--- config.mk ---
export PLATFORM = sky130hd
export DESIGN_NAME = flash_write_erase_guard_flat
export DESIGN_NICKNAME = d
export VERILOG_FILES = /design/src/common/flash_guard_pkg.sv /design/src/common/flash_guard_if.sv /design/src/core/flash_write_erase_guard.sv /design/src/flat_wrapper.sv
export SDC_FILE = /design/constraint.sdc
export NUM_CORES = 1
export LEC_CHECK = 0
export ABC_AREA = 1
export ABC_CLOCK_PERIOD_IN_PS = 1410
export BUFFER_PORTS_ARGS = -buffer_cell sky130_fd_sc_hd__buf_2
export CAP_MARGIN = 10
export CORE_UTILIZATION = 40
export CTS_CLUSTER_DIAMETER = 150
export DETAILED_ROUTE_END_ITERATION = 8
export GPL_TIMING_DRIVEN = 0
export PLACE_DENSITY = 0.69
export SYNTH_ARGS = -nofsm -noshare
export SYNTH_HDL_FRONTEND = slang
export SYNTH_SLANG_ARGS = --single-unit
--- constraint.sdc ---
create_clock -name pclk -period 1.41 [get_ports pclk]
set_input_delay 0.0705 -clock pclk [delete_from_list [all_inputs] [get_ports pclk]]
set_output_delay 0.0705 -clock pclk [all_outputs]
set_load 0.1 [all_outputs]
--- src/common/flash_guard_pkg.sv ---
// Constants and types shared by the flash guard and its controller
// Behaviour
// - Scratch select steers reads and writes to scratchpad
// - Software keeps scratchpad accesses within 0x0000-0x03FF
// - Erase and write enables: write erases page
// - Erase ignores the written data byte
// - Write enable makes data writes program flash
// - Software erases a location before programming it
// - Control bits 7:3 read zero, writes ignored
// - Key 0xA5 then 0xF1 unlocks flash
// - Completed operation re-locks the flash
// - Wrong key write locks until reset
// - Operation while locked is suppressed, locks permanently
// - First key not 0xA5 locks permanently
// - Key register reads lock state in bits 1-0
// - Operation without supply monitor raises flash error reset
package flash_guard_pkg;
  // ==========================================================
  // Device registers
  localparam logic [7:0] PSC_ADDR = 8'h8F;
  localparam logic [7:0] KEY_ADDR = 8'hB6;
  localparam logic [7:0] PSC_RESET = 8'h00;
  localparam int WE_BIT = 0;
  localparam int PEE_BIT = 1;
  localparam int SCR_BIT = 2;
  localparam logic [7:0] KEY_FIRST = 8'hA5;
  localparam logic [7:0] KEY_SECOND = 8'hF1;
  localparam logic [1:0] LOCK_RD_LOCKED = 2'h0;
  localparam logic [1:0] LOCK_RD_KEY1 = 2'h1;
  localparam logic [1:0] LOCK_RD_OPEN = 2'h2;
  localparam logic [1:0] LOCK_RD_DEAD = 2'h3;
  localparam logic [7:0] ERASE_FILL = 8'hFF;
  // ==========================================================
  // Request kinds and answer codes
  localparam logic [1:0] CMD_SFR_WR = 2'h0;
  localparam logic [1:0] CMD_SFR_RD = 2'h1;
  localparam logic [1:0] CMD_XD_WR = 2'h2;
  localparam logic [1:0] CMD_CS_RD = 2'h3;
  localparam logic [1:0] ACK_OK = 2'h0;
  localparam logic [1:0] ACK_REFUSED = 2'h1;
  localparam logic [1:0] ACK_FLASH_ERR = 2'h2;
  localparam logic [1:0] ACK_NOT_FLASH = 2'h3;
  // ==========================================================
  // Controller APB map
  localparam logic [7:0] OFS_CMD = 8'h00;
  localparam logic [7:0] OFS_ADDR = 8'h04;
  localparam logic [7:0] OFS_WDATA = 8'h08;
  localparam logic [7:0] OFS_RDATA = 8'h0C;
  localparam logic [7:0] OFS_STATUS = 8'h10;
  localparam logic [7:0] OFS_IRQ_STAT = 8'h14;
  localparam logic [7:0] OFS_IRQ_CLR = 8'h18;
  localparam logic [7:0] OFS_IRQ_EN = 8'h1C;
  localparam int IRQ_DONE = 0;
  localparam int IRQ_REFUSED = 1;
  localparam int IRQ_FLASH_ERR = 2;
  localparam logic [2:0] IRQ_EN_RESET = 3'h0;
  // ==========================================================
  // State types
  typedef enum logic [1:0] {
    LK_LOCKED, LK_KEY1, LK_OPEN, LK_DEAD
  } lock_t;
  typedef enum logic [1:0] {
    CS_IDLE, CS_ISSUE, CS_WAIT
  } ctrl_t;
endpackage

--- src/common/flash_guard_if.sv ---
// Link between the flash guard and its controller
`timescale 1ns/100ps
interface flash_guard_if;
  // Requests; strobes are one-cycle pulses, address and data held
  logic req_sfr_wr;
  logic req_sfr_rd;
  logic req_xd_wr;
  logic req_cs_rd;
  logic [15:0] req_addr;
  logic [7:0] req_data;
  // Answers
  logic ack;
  logic [1:0] ack_code;
  logic [7:0] ack_data;
  logic busy;

  modport device (
    input req_sfr_wr, req_sfr_rd, req_xd_wr, req_cs_rd,
    input req_addr, req_data,
    output ack, ack_code, ack_data, busy
  );
  modport ctrl (
    output req_sfr_wr, req_sfr_rd, req_xd_wr, req_cs_rd,
    output req_addr, req_data,
    input ack, ack_code, ack_data, busy
  );
endinterface

--- src/core/flash_write_erase_guard.sv ---
// Flash write and erase guard with key lock and sector steering
//
// Decided for this implementation: the APB interface to the registers.
`timescale 1ns/100ps
module flash_write_erase_guard
  import flash_guard_pkg::*;
(
  // Clock and reset
  input wire logic pclk,
  input wire logic presetn,
  // Controller link
  flash_guard_if.device lnk,
  // Flash array
  input wire logic fl_done,
  output logic fl_rd,
  output logic fl_prog,
  output logic fl_erase,
  output logic fl_scratch,
  output logic [15:0] fl_addr,
  output logic [7:0] fl_data,
  // Supply monitor
  input wire logic vdd_mon_en,
  input wire logic vdd_rst_en,
  output logic flash_err_reset
);

  // ==========================================================
  // Supply monitor synchronisers
  logic [1:0] sup_meta_ff;
  logic [1:0] sup_ff;
  logic supply_ok;

  always_ff @(posedge pclk or negedge presetn) begin
    if (!presetn) begin
      sup_meta_ff <= 2'h0;
      sup_ff <= 2'h0;
    end else begin
      sup_meta_ff <= {vdd_rst_en, vdd_mon_en};
      sup_ff <= sup_meta_ff;
    end
  end

  // Both monitor and its reset source must be on
  assign supply_ok = &sup_ff;

  // ==========================================================
  // State and output registers
  logic [2:0] psc_ff;
  logic [2:0] nxt_psc;
  lock_t lock_ff;
  lock_t nxt_lock;
  logic busy_ff;
  logic nxt_busy;
  logic ack_ff;
  logic nxt_ack;
  logic [1:0] ack_code_ff;
  logic [1:0] nxt_ack_code;
  logic [7:0] ack_data_ff;
  logic [7:0] nxt_ack_data;
  logic fl_rd_ff;
  logic nxt_fl_rd;
  logic fl_prog_ff;
  logic nxt_fl_prog;
  logic fl_erase_ff;
  logic nxt_fl_erase;
  logic fl_scratch_ff;
  logic nxt_fl_scratch;
  logic [15:0] fl_addr_ff;
  logic [15:0] nxt_fl_addr;
  logic [7:0] fl_data_ff;
  logic [7:0] nxt_fl_data;
  logic err_rst_ff;
  logic nxt_err_rst;
  logic [1:0] lock_code;

  // ==========================================================
  // Lock state as seen by software
  always_comb begin
    case (lock_ff)
      LK_LOCKED: lock_code = LOCK_RD_LOCKED;
      LK_KEY1: lock_code = LOCK_RD_KEY1;
      LK_OPEN: lock_code = LOCK_RD_OPEN;
      LK_DEAD: lock_code = LOCK_RD_DEAD;
      default: lock_code = LOCK_RD_DEAD;
    endcase
  end

  // ==========================================================
  // Request handling
  always_comb begin
    nxt_psc = psc_ff;
    nxt_lock = lock_ff;
    nxt_busy = busy_ff;
    nxt_ack = 1'b0;
    nxt_ack_code = ACK_OK;
    nxt_ack_data = 8'h00;
    nxt_fl_rd = 1'b0;
    nxt_fl_prog = 1'b0;
    nxt_fl_erase = 1'b0;
    nxt_fl_scratch = fl_scratch_ff;
    nxt_fl_addr = fl_addr_ff;
    nxt_fl_data = fl_data_ff;
    nxt_err_rst = 1'b0;
    if (busy_ff) begin
      // Core is stalled until the array finishes
      if (fl_done) begin
        nxt_busy = 1'b0;
        nxt_lock = LK_LOCKED;
        nxt_ack = 1'b1;
      end
    end else if (lnk.req_sfr_wr) begin
      nxt_ack = 1'b1;
      if (lnk.req_addr[7:0] == PSC_ADDR) begin
        // Upper bits are not stored
        nxt_psc = lnk.req_data[2:0];
      end else if (lnk.req_addr[7:0] == KEY_ADDR) begin
        case (lock_ff)
          LK_LOCKED: begin
            if (lnk.req_data == KEY_FIRST) begin
              nxt_lock = LK_KEY1;
            end else begin
              nxt_lock = LK_DEAD;
            end
          end
          LK_KEY1: begin
            if (lnk.req_data == KEY_SECOND) begin
              nxt_lock = LK_OPEN;
            end else begin
              nxt_lock = LK_DEAD;
            end
          end
          // A third key write breaks the order
          LK_OPEN: nxt_lock = LK_DEAD;
          LK_DEAD: nxt_lock = LK_DEAD;
          default: nxt_lock = LK_DEAD;
        endcase
      end
    end else if (lnk.req_sfr_rd) begin
      nxt_ack = 1'b1;
      if (lnk.req_addr[7:0] == PSC_ADDR) begin
        nxt_ack_data = {5'h00, psc_ff};
      end else if (lnk.req_addr[7:0] == KEY_ADDR) begin
        nxt_ack_data = {6'h00, lock_code};
      end
    end else if (lnk.req_xd_wr) begin
      nxt_ack = 1'b1;
      if (!psc_ff[WE_BIT]) begin
        // Plain data write, flash untouched
        nxt_ack_code = ACK_NOT_FLASH;
      end else if (lock_ff != LK_OPEN) begin
        nxt_lock = LK_DEAD;
        nxt_ack_code = ACK_REFUSED;
      end else if (!supply_ok) begin
        nxt_err_rst = 1'b1;
        nxt_ack_code = ACK_FLASH_ERR;
      end else begin
        // Answer waits for the array
        nxt_ack = 1'b0;
        nxt_busy = 1'b1;
        nxt_fl_scratch = psc_ff[SCR_BIT];
        nxt_fl_addr = lnk.req_addr;
        if (psc_ff[PEE_BIT]) begin
          nxt_fl_erase = 1'b1;
          nxt_fl_data = ERASE_FILL;
        end else begin
          nxt_fl_prog = 1'b1;
          nxt_fl_data = lnk.req_data;
        end
      end
    end else if (lnk.req_cs_rd) begin
      nxt_ack = 1'b1;
      nxt_fl_rd = 1'b1;
      nxt_fl_scratch = psc_ff[SCR_BIT];
      nxt_fl_addr = lnk.req_addr;
    end
  end

  always_ff @(posedge pclk or negedge presetn) begin
    if (!presetn) begin
      psc_ff <= PSC_RESET[2:0];
      lock_ff <= LK_LOCKED;
      busy_ff <= 1'b0;
      ack_ff <= 1'b0;
      ack_code_ff <= ACK_OK;
      ack_data_ff <= 8'h00;
      fl_rd_ff <= 1'b0;
      fl_prog_ff <= 1'b0;
      fl_erase_ff <= 1'b0;
      fl_scratch_ff <= 1'b0;
      fl_addr_ff <= 16'h0000;
      fl_data_ff <= 8'h00;
      err_rst_ff <= 1'b0;
    end else begin
      psc_ff <= nxt_psc;
      lock_ff <= nxt_lock;
      busy_ff <= nxt_busy;
      ack_ff <= nxt_ack;
      ack_code_ff <= nxt_ack_code;
      ack_data_ff <= nxt_ack_data;
      fl_rd_ff <= nxt_fl_rd;
      fl_prog_ff <= nxt_fl_prog;
      fl_erase_ff <= nxt_fl_erase;
      fl_scratch_ff <= nxt_fl_scratch;
      fl_addr_ff <= nxt_fl_addr;
      fl_data_ff <= nxt_fl_data;
      err_rst_ff <= nxt_err_rst;
    end
  end

  // ==========================================================
  // Outputs
  assign lnk.ack = ack_ff;
  assign lnk.ack_code = ack_code_ff;
  assign lnk.ack_data = ack_data_ff;
  assign lnk.busy = busy_ff;
  assign fl_rd = fl_rd_ff;
  assign fl_prog = fl_prog_ff;
  assign fl_erase = fl_erase_ff;
  assign fl_scratch = fl_scratch_ff;
  assign fl_addr = fl_addr_ff;
  assign fl_data = fl_data_ff;
  assign flash_err_reset = err_rst_ff;

endmodule // flash_write_erase_guard

--- src/flat_wrapper.sv ---
// flat-port wrapper written by rule: the top's interface ports become plain ports
module flash_write_erase_guard_flat import flash_guard_pkg::*;
  (pclk, presetn, fl_done, fl_rd, fl_prog, fl_erase, fl_scratch, fl_addr, fl_data, vdd_mon_en, vdd_rst_en, flash_err_reset, lnk_req_sfr_wr, lnk_req_sfr_rd, lnk_req_xd_wr, lnk_req_cs_rd, lnk_req_addr, lnk_req_data, lnk_ack, lnk_ack_code, lnk_ack_data, lnk_busy);
  flash_guard_if lnk_i ();
  input wire logic pclk;
  input wire logic presetn;
  input wire logic fl_done;
  output logic fl_rd;
  output logic fl_prog;
  output logic fl_erase;
  output logic fl_scratch;
  output logic [15:0] fl_addr;
  output logic [7:0] fl_data;
  input wire logic vdd_mon_en;
  input wire logic vdd_rst_en;
  output logic flash_err_reset;
  input wire logic [$bits(lnk_i.req_sfr_wr)-1:0] lnk_req_sfr_wr;
  input wire logic [$bits(lnk_i.req_sfr_rd)-1:0] lnk_req_sfr_rd;
  input wire logic [$bits(lnk_i.req_xd_wr)-1:0] lnk_req_xd_wr;
  input wire logic [$bits(lnk_i.req_cs_rd)-1:0] lnk_req_cs_rd;
  input wire logic [$bits(lnk_i.req_addr)-1:0] lnk_req_addr;
  input wire logic [$bits(lnk_i.req_data)-1:0] lnk_req_data;
  output wire logic [$bits(lnk_i.ack)-1:0] lnk_ack;
  output wire logic [$bits(lnk_i.ack_code)-1:0] lnk_ack_code;
  output wire logic [$bits(lnk_i.ack_data)-1:0] lnk_ack_data;
  output wire logic [$bits(lnk_i.busy)-1:0] lnk_busy;
  assign lnk_i.req_sfr_wr = lnk_req_sfr_wr;
  assign lnk_i.req_sfr_rd = lnk_req_sfr_rd;
  assign lnk_i.req_xd_wr = lnk_req_xd_wr;
  assign lnk_i.req_cs_rd = lnk_req_cs_rd;
  assign lnk_i.req_addr = lnk_req_addr;
  assign lnk_i.req_data = lnk_req_data;
  assign lnk_ack = lnk_i.ack;
  assign lnk_ack_code = lnk_i.ack_code;
  assign lnk_ack_data = lnk_i.ack_data;
  assign lnk_busy = lnk_i.busy;
  flash_write_erase_guard u_core (.pclk(pclk), .presetn(presetn), .lnk(lnk_i), .fl_done(fl_done), .fl_rd(fl_rd), .fl_prog(fl_prog), .fl_erase(fl_erase), .fl_scratch(fl_scratch), .fl_addr(fl_addr), .fl_data(fl_data), .vdd_mon_en(vdd_mon_en), .vdd_rst_en(vdd_rst_en), .flash_err_reset(flash_err_reset));
endmodule
== Word level (Yosys, flattened, before mapping) ==
Index checks and enable logic that the tools add are counted.
W data, S select, Z words.
Storage, ports and cells
  flip-flop bits (word level): 50
  latch bits: 0
  memory bits (writable): 0
  ROM bits: 0
  input port bits: 33
  output and inout port bits: 41
  logic and storage cells: 124
  memories kept: 0
Cells by class
  add/sub/neg operators: 0
  multipliers: 0
  div/mod/pow operators: 0
  $lt $le $gt $ge: 0
  eq/ne operators: 15
  shifts and indexed selects: 0
  multiplexer cells: 79
  bitwise logic cells: 4
  reduce and logical (&&, ||, !) cells: 11
Operator list (number)
  $mux W16: 5
  $mux W1: 49
  $mux W8: 5
  $mux W2: 18
  $eq A8 B8 Y1 const B: 4
  $reduce_and A7 Y1: 2
  $reduce_bool A3 Y1: 3
  $pmux W2 S4: 1
  $reduce_and A8 Y1: 1
  $ne A2 B2 Y1 const B: 3
  $ne A3 B2 Y1 const B: 2
  $pmux W2 S3: 1
  $eq A2 B2 Y1 const B: 2
  $ne A2 B1 Y1 const B: 2
  $not A1 Y1: 4
  $ne A3 B1 Y1 const B: 1
  $reduce_and A3 Y1: 1
  $eq A2 B1 Y1 const B: 1
  $logic_not A2 Y1: 1
  $reduce_and A2 Y1: 1
  $reduce_bool A2 Y1: 1
  $reduce_or A2 Y1: 1

== Logic depth before layout (Yosys ltp) ==
Gate-level depths: netlist (run 1).
  depth after elaboration: 8
  mapped depth: 9

== Worst setup path after synthesis (run 1) ==
No wires, ideal clock.
  kind: reg-to-reg
  start point: register u_core.busy_ff (netlist: u_core.lnk.busy)
  end point: register u_core.fl_addr_ff[0] (netlist: u_core.fl_addr[0])
  library setup time: 0.068 ns
  data arrival time: 1.887 ns
  data required time: 1.342 ns
  path slack: -0.545 ns
  cell stages (with the launch flop): 8
  path buffers: 1
  clock period less this slack: 1.955 ns
  path through: dfrtp_1 -> inv_1 -> nand2_2 -> inv_1 -> nand3_4 -> buf_4 -> nand3_2 -> nand2_1
On the way
  longest elaborated chain between the ends: 2
RTL lines
  start, declared: RTL line flash_write_erase_guard.sv:52  | logic busy_ff;
  start signal, assigned: RTL line flash_write_erase_guard.sv:196  | busy_ff <= nxt_busy;
  $not A1 Y1 (no line)
  $reduce_and A7 Y1 (no line)
  end signal, assigned: RTL line flash_write_erase_guard.sv:204  | fl_addr_ff <= nxt_fl_addr;
  end, declared: RTL line flash_write_erase_guard.sv:68  | logic [15:0] fl_addr_ff;
No other way between the ends.
A chain may end at the register's enable or synchronous reset.

== Final worst setup path (run 1) ==
Same ends and word-level chain as after synthesis.

==> results of run 1 <==
-- worst paths after layout --
check                      slack, ns                       startpoint                             to  cells past startpoint
max                          -0.0008        u_core.lnk.busy$_DFF_PN0_  u_core.fl_addr[0]$_DFFE_PN0P_                      8
min                             0.01                  lnk_req_addr[2]  u_core.fl_addr[2]$_DFFE_PN0P_                      3
max reg2reg                  -0.0008        u_core.lnk.busy$_DFF_PN0_  u_core.fl_addr[0]$_DFFE_PN0P_                      8
min reg2reg                     0.35  u_core.sup_meta_ff[1]$_DFF_PN0_     u_core.sup_ff[1]$_DFF_PN0_                      0
max in group asynchronous       0.23                          presetn      u_core.lnk.busy$_DFF_PN0_                      2
min in group asynchronous       0.47                          presetn  u_core.fl_data[5]$_DFFE_PN0P_                      2
-- stage by stage --
stage	hold WS (ns)	std cells	worst slack (ns)	power, W
detailed placement	0.181	358	-0.00626	0.00278
finish	0.0149	384	-0.000802	0.00366
global route	0.0152	384	-0.0809	0.00382
floorplan	-0.225	223	-0.105	0.00253
CTS	0.00499	383	0.00196	0.00369
global placement	0.180	358	-0.000655	0.00277
-- synthesized netlist by cell type, drive strengths merged --
cell,number,share of area (%)
nor2,26,6.4
nand2,64,13
nand4,1,0.31
nor4,1,0.31
a31oi,1,0.31
nand3,28,10
nor3,7,1.7
buf,9,3.9
o21ai,4,1.0
a21oi,8,2.0
or2,1,0.31
inv,23,4.3
conb,1,0.19
dfrtp,45,56
-- critical path, stage by stage, from the launching register on --
cell	delay, ns
dfrtp_4	0.50
clkinv_4	0.07
nand2_4	0.06
nor2_4	0.12
nand3_4	0.14
buf_8	0.17
clkbuf_16	0.15
nand3_2	0.05
nand2_1	0.05
-- metal layers --
| layer | wire length [µm] | share of wire, % | vias up |
|---|---|---|---|
| met2 | 2250 | 48 | 41 |
| met5 | 0 | 0 | - |
| li1 | - | - | 874 |
| met4 | 88 | 1.9 | 0 |
| met3 | 187 | 4.0 | 7 |
| met1 | 2170 | 46 | 788 |
-- timing repair --
item,4_1_cts,5_1_grt
setup buffers,2,0
gates resized for setup,2,9
gates cloned,1,2
setup endpoints to repair,14,26
endpoints found under the hold margin,58,0
pin swaps,0,12
hold buffers,14,0
-- flip-flops by register name, indices dropped and copies added (netlist names) --
signal	cells
u_core.psc_ff	3
u_core.fl_prog	1
u_core.lnk.busy	1
u_core.fl_scratch	1
u_core.fl_addr	16
u_core.fl_data	8
u_core.lnk.ack	1
u_core.flash_err_reset	1
u_core.lnk.ack_data	3
u_core.sup_meta_ff	2
u_core.sup_ff	2
u_core.fl_rd	1
u_core.lnk.ack_code	2
u_core.fl_erase	1
u_core.lock_ff	2
-- layout make-up --
| class | count | area (µm²) | share of cell area [%] |
|---|---|---|---|
| inverters | 23 | 91.3 | 3.25 |
| repair buffers | 85 | 548 | 19.5 |
| well taps | 67 | 83.8 | 2.98 |
| multi-input cells | 147 | 764 | 27.2 |
| plain buffers | 9 | 91.3 | 3.25 |
| flip-flops and latches | 45 | 1130 | 40.2 |
| clock buffers | 7 | 96.3 | 3.43 |
| clock inverters | 1 | 5.00 | 0.178 |
-- where the power goes --
part	switching [W]	leakage, nW	internal, W
sequential	0.0000934	0.583	0.00142
clock	0.000415	0.0542	0.000443
combinational	0.00105	0.932	0.000240
-- cells by family after synthesis --
kind of cell	Yosys count	synth area share [%]
DFF	45	56.1
other	1	0.187
buffers and inverters	32	8.23
and+or+nand+nor	128	32.1
AOI/OAI and AO/OA	13	3.31
==> flow_summary_export.csv, run 1 <==
group,metric,value,unit
cells_and_area,fin_area,0.00281,mm²
synth,syn_inst,219,
cells_and_area,fillers,434,
floorplanning,initial_core_util,41.9,%
timing,hold_viol_final,0,
routing,vias,1710,
synth,synthDistinctLibCells,22,
global_routing,track_usage,18.8,%
setup_path,cp_max_fo,6,
pwr,irDropWorstVdd,662,µV
outcome,violations,"setup timing",
global_routing,grtUsageMet3,3.45,%
global_routing,grt_pass1_wl,7380,µm
timing,slew_viol_final,0,
floorplanning,fp.coreArea,0.00479,mm²
floorplanning,ios,74,
global_routing,met2_usage,29.3,%
cts,cts_made_buffers,5,
routing,drc,0,
floorplanning,die_w,72.8,µm
timing,fin_ws,-0.000802,ns
cts,clkTransAtPathRegs,0.08,ns
cts,root_buffer,"clkbuf_8",
cells_and_area,mostFrequentLayoutCells,"buf_2 (67), nand2_1 (60), dfrtp_1 (43)",
timing,finalClockSkew,0.00628,ns
cts,clockBufferDepth,2,
timing,fmax,0.709,GHz
setup_path,crit_type,"reg2reg",
synth,yosys_warnings,0,
routing,routed_wirelength,4690,µm
placement,place_area,0.00246,mm²
global_routing,grt_pass1_vias,1574,
global_routing,grtUsageMet1,25.3,%
flow_run,max-cap-violations,0,
timing,rsz0062_at_grt,"true",
cells_and_area,syn2layout_area_growth,40.2,%
outcome,outcome,"finished, violations left",
global_routing,antenna_found_initial,0,
global_routing,globalRoute.busiestLayer,"met2",
cts,htreeDepth,2,
cells_and_area,mostFrequentLayoutCell,"buf_2",
synth,ys_seq_elements,45,
routing,viasPerCell,4.45,
cells_and_area,post-route-util,58.7,%
setup_path,cp.required,1.60,ns
timing,tns,-0.000802,ns
placement,place_hpwl,3180,µm
cts,cts_tree,"built",
floorplanning,row_count,25,
timing,slew_headroom,35.1,%
timing,period_minus_slack,1.41,ns
cells_and_area,drive_gt1_share,36.6,%
worst_hold_path,hp-class,"in2reg",
synth,synthesis.area,0.00201,mm²
global_routing,grt_start_max_net_pins,46,
synth,seq_area_frac_synth,56.1,%
routing,wl_per_cell,12.2,µm
cts,clock-sinks,45,
routing,dr.pass1.iters,5,
timing,tightest_slew,0.974,ns
floorplanning,die_h,72.8,µm
timing,setup_viol_count_final,1,
timing,fin_crit_sh,100,%
placement,globalplace.congestion,0.815,
setup_path,start_kind,"flop",
setup_path,worstSetupEndpointType,"flop",
floorplanning,die-area,0.00530,mm²
pwr,power.density,1300,mW/mm²
synth,avgSynthCellArea,9.16,µm²
cells_and_area,diodes,0,
pwr,leakage,1.57,nW
setup_path,worstPathArrival,1.61,ns
routing,final_antenna_net_count,0,
global_routing,grt_overflow,0,
placement,io_buffer_count,68,
cts,insertion_delay,0.29,ns
routing,drt_iter0_drc,96,
cells_and_area,layout.nets,349,
Note: power is estimated with default switching activity, not from simulation.
==> run 2: changes to the inputs <==
Settings changed: RECOVER_POWER set to 25.
==> run 2 against run 1 <==
Against the previous run: the flow still finishes with violations (setup timing); clock skew barely moved; worst setup slack about the same; final area stayed put; critical path type unchanged; critical endpoint unchanged; largest cell class unchanged; largest power group unchanged.
==> flow_summary_export.csv, run 2 (same netlist as run 1, synthesis figures left out) <==
group,metric,value,unit
cts,cts_made_buffers,5,
routing,final_antenna_net_count,0,
pwr,irDropWorstVdd,662,µV
outcome,outcome,"finished, violations left",
cells_and_area,regArea,0.00113,mm²
global_routing,grt_start_max_net_pins,46,
global_routing,track_usage,18.8,%
setup_path,worstSetupEndpointType,"flop",
worst_hold_path,hold_start,"lnk_req_addr[2]",
routing,vias,1710,
global_routing,grt_pass1_vias,1574,
routing,drc,0,
cts,insertion_delay,0.29,ns
outcome,violations,"setup timing",
cts,clock-sinks,45,
global_routing,grt_pass1_wl,7380,µm
timing,fin_crit_sh,100,%
placement,globalplace.congestion,0.815,
floorplanning,die_w,72.8,µm
timing,finalClockSkew,0.00628,ns
cells_and_area,layout.nets,349,
setup_path,cp_max_fo,6,
timing,fmax,0.709,GHz
worst_hold_path,holdPathStages,3,
cells_and_area,syn2layout_area_growth,40.2,%
routing,drt_iter0_drc,96,
timing,fin_ws,-0.000802,ns
setup_path,worstPathArrival,1.61,ns
setup_path,start_kind,"flop",
routing,dr.pass1.iters,5,
cells_and_area,mostFrequentLayoutCell,"nand2_1",
flow_run,max-cap-violations,0,
worst_hold_path,hp-class,"in2reg",
cts,root_buffer,"clkbuf_8",
floorplanning,ios,74,
cells_and_area,mostFrequentLayoutCells,"nand2_1 (60), buf_2 (59), dfrtp_1 (43)",
setup_path,cp.required,1.60,ns
timing,slew_viol_final,0,
cells_and_area,multi_input_area,764,µm²
timing,slew_headroom,35.1,%
cells_and_area,largest_reg_flops,16,
setup_path,rr_worst_depth,8,
placement,io_buffer_count,68,
timing,period_minus_slack,1.41,ns
placement,place_hpwl,3180,µm
cells_and_area,fillers,434,
floorplanning,die-area,0.00530,mm²
cells_and_area,post-route-util,58.7,%
global_routing,antenna_found_initial,0,
setup_path,crit_type,"reg2reg",
pwr,power,0.00366,W
global_routing,grt_overflow,0,
pwr,leakage,1.56,nW
cells_and_area,diodes,0,
routing,routed_wirelength,4700,µm
floorplanning,die_h,72.8,µm
floorplanning,initial_core_util,41.9,%
pwr,power.density,1300,mW/mm²
floorplanning,row_count,25,
cts,cts_tree,"built",
cells_and_area,drive_gt1_share,36.6,%
timing,hold_viol_final,0,
worst_hold_path,min_to,"u_core.fl_addr[2]$_DFFE_PN0P_",
cts,htreeDepth,2,
floorplanning,fp.coreArea,0.00479,mm²
setup_path,reg2reg_from,"u_core.lnk.busy$_DFF_PN0_",
cts,clockBufferDepth,2,
setup_path,ff2ff_setup_slack,-0.0008,ns
timing,setup_viol_count_final,1,
timing,rsz0062_at_grt,"true",
setup_path,r2r_end,"u_core.fl_addr[0]$_DFFE_PN0P_",
cts,clkTransAtPathRegs,0.08,ns
routing,viasPerCell,4.45,
routing,wl_per_cell,12.2,µm
timing,tightest_slew,0.974,ns
## run 2: cell count changes in the layout (fill, tap and decap cells not counted)
cell,before,now
buf_2,67,59
clkbuf_2,0,8
## run 2: stage by stage
stage          cell area (µm²)  instances  setup TNS (ns)  hold slack (ns)  setup slack (ns)
4_1_cts                   2760        383               0          0.00499           0.00196
6_report                  2810        384       -0.000802           0.0145         -0.000802
3_5_place_dp              2460        358         -0.0188            0.181          -0.00626
5_1_grt                   2810        384           -1.16           0.0152           -0.0809
2_1_floorplan             2040        223           -1.16           -0.225            -0.105
3_3_place_gp              2460        358       -0.000655            0.180         -0.000655
## run 2: final cells by class
cell class | instances | area share [%]
Sequential cell | 45 | 40.2
Clock inverter | 1 | 0.178
Clock buffer | 7 | 3.43
Timing Repair Buffer | 85 | 19.5
Multi-Input combinational cell | 147 | 27.2
Inverter | 23 | 3.25
Tap cell | 67 | 2.98
Buffer | 9 | 3.25
## run 2: where the power goes
group / switching, W / internal (W) / total (W)
Clock: 0.000415 / 0.000443 / 0.000858
Sequential: 0.0000934 / 0.00142 / 0.00151
Combinational: 0.00105 / 0.000240 / 0.00129
## run 2: worst max-delay path by stage
stage / cells past startpoint / endpoint / startpoint / slack (ns)
after floorplan: 8 / u_core.fl_addr[0]$_DFFE_PN0P_ / u_core.lnk.busy$_DFF_PN0_ / -0.10
after global placement: 8 / u_core.fl_addr[4]$_DFFE_PN0P_ / u_core.lnk.busy$_DFF_PN0_ / -0.0007
after detailed placement: 8 / u_core.fl_addr[14]$_DFFE_PN0P_ / u_core.lnk.busy$_DFF_PN0_ / -0.006
after CTS: 7 / u_core.fl_addr[9]$_DFFE_PN0P_ / u_core.lnk.busy$_DFF_PN0_ / 0.002
after global routing: 7 / u_core.fl_addr[9]$_DFFE_PN0P_ / u_core.lnk.busy$_DFF_PN0_ / -0.08
final: 8 / u_core.fl_addr[0]$_DFFE_PN0P_ / u_core.lnk.busy$_DFF_PN0_ / -0.0008
## run 2: worst max-delay path, cell delays in order (launching register included)
cell	delay (ns)
dfrtp_4	0.50
clkinv_4	0.07
nand2_4	0.06
nor2_4	0.12
nand3_4	0.14
buf_8	0.17
clkbuf_16	0.15
nand3_2	0.05
nand2_1	0.05
## run 2: routing by layer
metal	routed length, µm	track usage [%]
met3	185	3.45
met4	88	9.15
met2	2250	29.3
met5	0	0
met1	2170	25.3
## run 2: repair_timing
action	4_1_cts	5_1_grt
endpoints found under the setup margin	14	26
gates cloned	1	2
hold buffers	14	0
pin swaps	0	12
buffers inserted	2	0
hold endpoints to repair	58	0
resized for setup	2	9
